$ cat config.mk
export PLATFORM = sky130hd
export DESIGN_NAME = sync_serial_tail_mark_port
export DESIGN_NICKNAME = d
export VERILOG_FILES = /design/src/rtl/serial_tail_pkg.sv /design/src/rtl/sync_serial_tail_mark_port.sv
export SDC_FILE = /design/constraint.sdc
export NUM_CORES = 1
export LEC_CHECK = 0
export BUFFER_PORTS_ARGS = -buffer_cell sky130_fd_sc_hd__buf_4
export CAP_MARGIN = 20
export CELL_PAD_IN_SITES_DETAIL_PLACEMENT = 0
export CELL_PAD_IN_SITES_GLOBAL_PLACEMENT = 1
export CORE_MARGIN = 5
export CORE_UTILIZATION = 46
export CTS_BUF_LIST = sky130_fd_sc_hd__clkbuf_2
export DETAILED_ROUTE_END_ITERATION = 6
export GPL_TIMING_DRIVEN = 0
export MAX_ROUTING_LAYER = met4
export PLACE_DENSITY_LB_ADDON = 0.1
export REMOVE_ABC_BUFFERS = 1
export SLEW_MARGIN = 20
export SYNTH_ARGS = -nofsm -noshare
export SYNTH_HDL_FRONTEND = slang
export SYNTH_SLANG_ARGS = --single-unit
$ cat constraint.sdc
create_clock -name CLK_SYS -period 3 [get_ports CLK_SYS]
set_clock_uncertainty 0.05 [all_clocks]
set_input_delay 0.6 -clock CLK_SYS [delete_from_list [all_inputs] [get_ports CLK_SYS]]
set_output_delay 0.6 -clock CLK_SYS [all_outputs]
set_load 0.05 [all_outputs]
$ cat src/rtl/serial_tail_pkg.sv
package serial_tail_pkg;

   // Control word as software writes it
   typedef struct packed {
      logic       mode_high_bit;
      logic       mode_low_bit;     // 0: 8-bit word, 1: 16-bit word
      logic       tail_mark_enable;
      logic       latch_select_bit; // 0: hold-type tail, 1: latch-type tail
      logic [3:0] clock_select;     // msb set: external clock
   } ctrl_t;

   // Status word seen by software
   typedef struct packed {
      logic output_level_bit;
      logic overrun_error_flag;
      logic tail_active_flag;
      logic start_flag;
   } stat_t;

   typedef enum logic [1:0] {
      ST_IDLE  = 2'b00,
      ST_SHIFT = 2'b01,
      ST_TAIL  = 2'b11
   } state_t;

   localparam int          PRESC_W      = 10;
   localparam int          CLK_SEL_MSB  = 3;
   localparam logic [4:0]  BITS_8       = 5'h08;
   localparam logic [4:0]  BITS_16      = 5'h10;
   localparam logic [3:0]  TAIL_HOLD_HP = 4'h2;
   localparam logic [3:0]  TAIL_LATCH_SELECT_BIT_HP = 4'h4;
   localparam logic [7:0]  DATA_RST     = 8'h00;
   localparam logic        LEVEL_RST    = 1'b0;
   localparam logic [PRESC_W-1:0] TAP_MASK [0:7] = '{
      10'h000, 10'h001, 10'h003, 10'h007,
      10'h00F, 10'h01F, 10'h07F, 10'h1FF
   };

endpackage

$ cat src/rtl/sync_serial_tail_mark_port.sv
`timescale 1ns/10ps
// Contract
// - Control write with tail off resets unit
// - Plain transfers; mode-low picks 8/16 bits
// - Low byte in low reg, high in high
// - Start write begins transfer only while mode-high is clear, drives output
// - Every completion sets done request
// - Internal clock pulses only during word
// - Output holds last bit after a plain transfer, ends high after a tail
// - External clock shifts; late edges flag overrun
// - Idle level write changes output pin
// - Send and receive together, then done
// - Tail mark follows each word when enabled
// - Latch-select picks hold or latch tail
// - Tail timing uses internal tap period, even with external clock
// - Tail mode: clear start, request, tail
// - Interrupt only when enable permits
// - Clock from eight taps or external pin
// - Tail mode data goes LSB first
// - Start flag is busy indicator
// - Change on falling, sample on rising
// - Overrun clears by zero write after read
module sync_serial_tail_mark_port
   import serial_tail_pkg::*;
(
   input  wire logic       CLK_SYS,      // System clock
   input  wire logic       SRST,         // Sync reset
   input  wire logic       CE,           // Clock enable
   input  wire logic       CTRL_WR,      // Control write strobe
   input  wire ctrl_t      CTRL_IN,      // Control write data
   input  wire logic       DATA_WR,      // Data regs write strobe
   input  wire logic [7:0] DATA_LOW_IN,  // Low data byte
   input  wire logic [7:0] DATA_HIGH_IN, // High data byte
   input  wire logic       START_WR,     // Write 1 to start flag
   input  wire logic       LEVEL_WR,     // Output level write
   input  wire logic       LEVEL_IN,     // Output level value
   input  wire logic       STATUS_RD,    // Status read strobe
   input  wire logic       OVR_CLR_WR,   // Write 0 to overrun
   input  wire logic       DONE_CLR,     // Clear done request
   input  wire logic       DONE_EN,      // Done interrupt enable
   input  wire logic       OD_SEL,       // Open-drain select
   input  wire logic       SCK_IN,       // Clock pin input
   output logic            SCK_OUT,      // Clock pin output
   output logic            SCK_OE,       // Clock pin enable
   input  wire logic       SI_IN,        // Serial input pin
   output logic            SO_OUT,       // Serial output pin
   output logic            SO_OE,        // Serial output enable
   output ctrl_t           CTRL_OUT,     // Control readback
   output stat_t           STATUS,       // Status readback
   output logic [7:0]      DATA_LOW_OUT, // Low data readback
   output logic [7:0]      DATA_HIGH_OUT,// High data readback
   output logic            DONE_REQ,     // Done request flag
   output logic            DONE_IRQ      // Gated interrupt
);

   ctrl_t              ctrl_r;
   state_t             state_r;
   logic [PRESC_W-1:0] presc_r;
   logic [15:0]        sh_r;
   logic [7:0]         dlo_r;
   logic [7:0]         dhi_r;
   logic [4:0]         bits_r;
   logic [3:0]         tail_cnt_r;
   logic               sck_r;
   logic               so_r;
   logic               start_r;
   logic               tail_r;
   logic               req_r;
   logic               ovr_r;
   logic               ovr_armed_r;
   logic               done_once_r;
   logic               sck_m_r;
   logic               sck_s_r;
   logic               sck_d_r;
   logic               si_m_r;
   logic               si_s_r;

   logic               ext_clk;
   logic               tick;
   logic               ext_rise;
   logic               ext_fall;
   logic               fall_ev;
   logic               rise_ev;
   logic               init;
   logic               go;
   logic               last_bit;
   logic               word_done;
   logic               tail_end;
   logic [4:0]         word_bits;
   logic [3:0]         tail_len;

   assign ext_clk   = ctrl_r.clock_select[CLK_SEL_MSB];
   assign tick      = &(presc_r
                        | ~TAP_MASK[ctrl_r.clock_select[2:0]]);
   assign ext_rise  = sck_s_r & ~sck_d_r;
   assign ext_fall  = ~sck_s_r & sck_d_r;
   assign fall_ev   = ext_clk ? ext_fall : (tick & sck_r);
   assign rise_ev   = ext_clk ? ext_rise : (tick & ~sck_r);
   assign init      = CTRL_WR & ~CTRL_IN.tail_mark_enable;
   assign word_bits = ctrl_r.mode_low_bit ? BITS_16 : BITS_8;
   assign last_bit  = (bits_r == word_bits - 5'h01);
   assign word_done = (state_r == ST_SHIFT) & rise_ev & last_bit;
   assign tail_len  = ctrl_r.latch_select_bit ? TAIL_LATCH_SELECT_BIT_HP
                                              : TAIL_HOLD_HP;
   assign tail_end  = (state_r == ST_TAIL) & tick
                      & (tail_cnt_r == tail_len);
   assign go        = START_WR & (state_r == ST_IDLE)
                      & ~ctrl_r.mode_high_bit & ~init;

   // Pin synchronisers
   always_ff @(posedge CLK_SYS)
   begin
      if (SRST)
      begin
         sck_m_r <= 1'b1;
         sck_s_r <= 1'b1;
         sck_d_r <= 1'b1;
         si_m_r  <= 1'b0;
         si_s_r  <= 1'b0;
      end
      else if (CE)
      begin
         sck_m_r <= SCK_IN;
         sck_s_r <= sck_m_r;
         sck_d_r <= sck_s_r;
         si_m_r  <= SI_IN;
         si_s_r  <= si_m_r;
      end
   end

   // Prescaler, cleared at start, taps selected by clock field
   always_ff @(posedge CLK_SYS)
   begin
      if (SRST || (CE && go))
         presc_r <= '0;
      else if (CE)
         presc_r <= presc_r + 1'b1;
   end

   // Control register
   always_ff @(posedge CLK_SYS)
   begin
      if (SRST)
         ctrl_r <= '0;
      else if (CE && CTRL_WR)
         ctrl_r <= CTRL_IN;
   end

   // Sequencer
   always_ff @(posedge CLK_SYS)
   begin
      if (SRST)
      begin
         state_r    <= ST_IDLE;
         bits_r     <= '0;
         tail_cnt_r <= '0;
         start_r    <= 1'b0;
         tail_r     <= 1'b0;
      end
      else if (CE)
      begin
         if (init)
         begin
            state_r    <= ST_IDLE;
            bits_r     <= '0;
            tail_cnt_r <= '0;
            start_r    <= 1'b0;
            tail_r     <= 1'b0;
         end
         else
         begin
            case (state_r)
               ST_IDLE:
               begin
                  if (go)
                  begin
                     state_r <= ST_SHIFT;
                     bits_r  <= '0;
                     start_r <= 1'b1;
                  end
               end
               ST_SHIFT:
               begin
                  if (rise_ev)
                     bits_r <= bits_r + 5'h01;
                  if (word_done)
                  begin
                     start_r <= 1'b0;
                     if (ctrl_r.tail_mark_enable)
                     begin
                        state_r    <= ST_TAIL;
                        tail_r     <= 1'b1;
                        tail_cnt_r <= '0;
                     end
                     else
                        state_r <= ST_IDLE;
                  end
               end
               ST_TAIL:
               begin
                  if (tick)
                     tail_cnt_r <= tail_cnt_r + 4'h1;
                  if (tail_end)
                  begin
                     state_r <= ST_IDLE;
                     tail_r  <= 1'b0;
                  end
               end
               default:
               begin
                  state_r <= ST_IDLE;
                  start_r <= 1'b0;
                  tail_r  <= 1'b0;
               end
            endcase
         end
      end
   end

   // Serial clock, idles high, toggles only mid-word
   always_ff @(posedge CLK_SYS)
   begin
      if (SRST)
         sck_r <= 1'b1;
      else if (CE)
      begin
         if (init || state_r != ST_SHIFT)
            sck_r <= 1'b1;
         else if (!ext_clk && tick)
            sck_r <= ~sck_r;
      end
   end

   // Shift register: LSB out, received bits enter at top
   always_ff @(posedge CLK_SYS)
   begin
      if (SRST)
         sh_r <= '0;
      else if (CE)
      begin
         if (go)
            sh_r <= {dhi_r, dlo_r};
         else if (state_r == ST_SHIFT && rise_ev)
         begin
            if (ctrl_r.mode_low_bit)
               sh_r <= {si_s_r, sh_r[15:1]};
            else
               sh_r[7:0] <= {si_s_r, sh_r[7:1]};
         end
      end
   end

   // Data registers, reloaded with received word at completion
   always_ff @(posedge CLK_SYS)
   begin
      if (SRST)
      begin
         dlo_r <= DATA_RST;
         dhi_r <= DATA_RST;
      end
      else if (CE)
      begin
         if (word_done)
         begin
            if (ctrl_r.mode_low_bit)
            begin
               dlo_r <= sh_r[8:1];
               dhi_r <= {si_s_r, sh_r[15:9]};
            end
            else
               dlo_r <= {si_s_r, sh_r[7:1]};
         end
         else if (DATA_WR && state_r == ST_IDLE)
         begin
            dlo_r <= DATA_LOW_IN;
            dhi_r <= DATA_HIGH_IN;
         end
      end
   end

   // Serial output level
   always_ff @(posedge CLK_SYS)
   begin
      if (SRST)
         so_r <= LEVEL_RST;
      else if (CE)
      begin
         if (state_r == ST_SHIFT && fall_ev)
            so_r <= sh_r[0];
         else if (state_r == ST_TAIL)
            so_r <= (tail_cnt_r >= tail_len);
         else if (LEVEL_WR && state_r == ST_IDLE)
            so_r <= LEVEL_IN;
      end
   end

   // Done request; a new completion beats a clear
   always_ff @(posedge CLK_SYS)
   begin
      if (SRST)
         req_r <= 1'b0;
      else if (CE)
      begin
         if (word_done)
            req_r <= 1'b1;
         else if (DONE_CLR)
            req_r <= 1'b0;
      end
   end

   // Overrun detect on external clock after completion
   always_ff @(posedge CLK_SYS)
   begin
      if (SRST)
      begin
         ovr_r       <= 1'b0;
         ovr_armed_r <= 1'b0;
         done_once_r <= 1'b0;
      end
      else if (CE)
      begin
         if (init || go)
            done_once_r <= 1'b0;
         else if (word_done)
            done_once_r <= 1'b1;
         if (ext_clk && done_once_r && state_r == ST_IDLE
             && ext_rise)
         begin
            ovr_r       <= 1'b1;
            ovr_armed_r <= 1'b0;
         end
         else if (OVR_CLR_WR && ovr_armed_r)
         begin
            ovr_r       <= 1'b0;
            ovr_armed_r <= 1'b0;
         end
         else if (STATUS_RD && ovr_r)
            ovr_armed_r <= 1'b1;
      end
   end

   assign SCK_OUT         = sck_r;
   assign SCK_OE          = ~ext_clk;
   assign SO_OUT          = so_r;
   assign SO_OE           = OD_SEL ? ~so_r : 1'b1;
   assign CTRL_OUT        = ctrl_r;
   assign DATA_LOW_OUT    = dlo_r;
   assign DATA_HIGH_OUT   = dhi_r;
   assign DONE_REQ        = req_r;
   assign DONE_IRQ        = req_r & DONE_EN;
   assign STATUS.output_level_bit   = so_r;
   assign STATUS.overrun_error_flag = ovr_r;
   assign STATUS.tail_active_flag   = tail_r;
   assign STATUS.start_flag         = start_r;

endmodule

==> results.txt <==
FF-to-FF setup slack -> 0.35 ns
Period Utilization, post-route -> 88.4%
hold_sp -> SCK_IN
vias -> 3742
Synth Cell Area -> 4000 µm²
EDFF count, synth -> 0
Hold Path Class -> primary input to flip-flop
startpoint types -> flip-flop
# nets final -> 586
combinational family with the most area after synthesis -> compound AO/OA/AOI/OAI gates
DRC -> 0
layout filler cell count -> 849
critical path buffer and inverter count -> 0
count of hold-fix buffers inserted at cts -> 0
initial drt markers -> 232
Skew-Pair Late Insertion Delay -> 0.54 ns
port bufs -> 72
Setup Viol. Count Final -> 0
vias per cell -> 5.71
Static Leakage -> 1.85 nW
post_cts resized -> 0
total grt overflow -> 0
worst-path maximum fanout -> 17
worst-margin pin slew -> 0.964 ns
Slowest cell on crit path -> o31ai_4
die height -> 103 µm
post-layout min period -> 2.65 ns
die area -> 10700 µm²
clock-pin slew on the worst setup and hold paths -> 0.19 ns
cell area after layout -> 4620 µm²
TritonCTS clock tree -> done
H-tree lvl count -> 3
Starting Density -> 46.5%
clk sinks -> 73
Post-DP HPWL -> 6900 µm
number of max-cap violations -> 0
critical path type -> flip-flop to flip-flop
Post-DRT Antenna Nets -> 0
RSZ-0062 raised after global routing -> no
R2R Path Start -> state_r[0]
Critical Path AT -> 2.99 ns
Post-Route WL -> 10400 µm
initial antenna violation count -> 0
Final Max Tran Viols -> 0
register area -> 1460 µm²
postcts setup bufs -> 0
multi-input combinational cell area -> 2330 µm²
post-synthesis mux area share -> 6.79%
ys flop type -> dfxtp_1
Critical Path Max Stage Delay -> 0.74 ns
Pwr Density -> 449 nW/µm²
compound-cell area share of the yosys netlist -> 25.2%
first-pass detailed-route iteration total -> 4
CP top delay family -> compound AO/OA/AOI/OAI gates
Ys Warns -> 0
Mean Syn Cell Area -> 8.03 µm²
status -> finished, final reports clean
Adder-Cell Fraction of Synth Area -> 1.56%
VDD IR max -> 0.180 mV
largest net degree at the start of global routing -> 99
Clock Root Buffer -> clkbuf_2
global-route wire length before repair -> 17000 µm
Hold Violations, Final -> 0
Max-slew headroom -> 35.7%
Core ar. -> 8590 µm²
vias in the first global route -> 3518
CP cell instances -> nor2b_1 -> nand3_1 -> o31ai_4 -> a21o_2 -> a311oi_1
Area Growth Syn to Fin -> 15.6%
Cell Rows -> 34
n_diodes -> 0
gr usage total -> 20.6%
Placed Area -> 4520 µm²
Yosys reg bits -> 73
FMAX -> 0.377 GHz
Mapped Cells -> 498
ys async rst share -> 0%
post-synthesis cell type count -> 57
clk buf depth -> 2
WHS Endpoint -> sck_m_r
register area share after synthesis -> 36.5%
worst hold path depth -> 3
I/O pins -> 73
total clock buffers created by CTS -> 9
DP Cell Count -> 639
Setup crit end kind -> flip-flop
Post-Layout Cell Count -> 655
r2r worst-path depth -> 5
layout cells sized above 1 -> 18.1%
Post-Synth Simple-Gate Area -> 22.4%
reg-to-reg endpoint -> DATA_HIGH_OUT[4]
Die W -> 103 µm
Post-Synth XOR/XNOR Area -> 1.97%
average wire per standard cell -> 16.0 µm
Worst Path Required -> 3.34 ns
routability cong. -> 0.815
-- cells in the mapped netlist (3+ instances only) --
cell      instances  area share, %
a311oi_1         17            3.7
a21oi_1          39            4.9
o31ai_1           8            1.5
nand3_1          21            2.6
buf_1             5           0.47
a21boi_0          6            1.1
nor2b_1           7            1.1
and2_1            5           0.78
o22ai_1           7            1.1
nand4_1          10            1.6
mux2i_1          26            6.5
and3_1            4           0.63
dfxtp_1          73             37
nand2_1          71            6.7
o21ai_0          18            2.3
a31oi_1           4           0.63
buf_4             4           0.75
xor2_1            7            1.5
nand2b_1         16            2.5
inv_1             9           0.84
ha_1              5            1.6
buf_6             3           0.84
a211oi_1         18            3.4
nor2_1           46            4.3
clkbuf_1         26            2.4
nor3_1            5           0.63
-- kinds of logic after synthesis --
| group | after synthesis |
|---|---|
| buf+inv | 49 |
| simple gates | 192 |
| xor+xnor | 9 |
| mux | 27 |
| flops | 73 |
| fa+ha+maj | 5 |
| compound gates | 143 |
-- area by class of cell --
cell class              count  area share (%)
clock inverters             6            1.27
clock buffers              10            1.08
repair buffers             73            12.0
flip-flops and latches     73            31.6
inverters                   9           0.731
well taps                 108            2.92
multi-input cells         376            50.4
-- cells in the final DEF (no fill, tap or decap), drive strengths merged, types with 6 or more instances in the layout --
cell,instances
nand2,71
a21boi,6
nand3,22
nand4,10
a211oi,18
mux2i,26
nor2,46
a311oi,17
inv,9
nand2b,16
o21ai,19
o31ai,9
dfxtp,73
xor2,7
clkbuf,10
o22ai,7
a21oi,39
buf,73
nor2b,7
-- metrics by stage --
stage	hold WS [ns]	setup slack [ns]	setup TNS (ns)	utilization (%)	power (W)
floorplan	0.391	0.483	0	-	0.00136
global placement	0.407	-0.155	-1.25	52.2	0.00153
detailed placement	0.415	0.234	0	52.5	0.00154
CTS	0.212	0.399	0	53.8	0.00210
global route	0.208	0.137	0	53.8	0.00218
finish	0.251	0.349	0	53.8	0.00208
-- worst min-delay path: stages --
cell and delay (ns):
buf_4 0.07, mux2i_1 0.05, nand2_1 0.06
-- power by group --
part,switching [W],internal (W)
logic,0.000290,0.000165
clock network,0.000363,0.000190
registers,0.0000500,0.00102
total,0.000703,0.00137
-- worst max-delay path by stage --
stage	endpoint	slack (ns)	depth (start not counted)	startpoint
after floorplan	DATA_HIGH_OUT[0]	0.48	6	CTRL_OUT[6]
after CTS	DATA_HIGH_OUT[2]	0.40	6	presc_r[2]
after detailed placement	bits_r[0]	0.23	5	CE
after global routing	DATA_HIGH_OUT[5]	0.14	5	state_r[0]
final	DATA_HIGH_OUT[4]	0.35	5	state_r[0]
after global placement	sh_r[0]	-0.16	6	CTRL_WR
-- state kept, by name, summed over array words and instances (netlist names), 2 cells and up --
signal and count:
presc_r 9, bits_r 5, DATA_LOW_OUT 8, state_r 2, CTRL_OUT 8, tail_cnt_r 4, sh_r 16, DATA_HIGH_OUT 8
-- per-layer routing --
metal  track usage (%)  vias to the layer above  wire (µm)
li1                  -                     1883          -
met3              3.69                       13        605
met5                 -                        -          0
met1              27.1                     1754       4840
met4              5.78                        0        146
met2              32.8                       92       4860
Power figures use the tool's default switching activity.
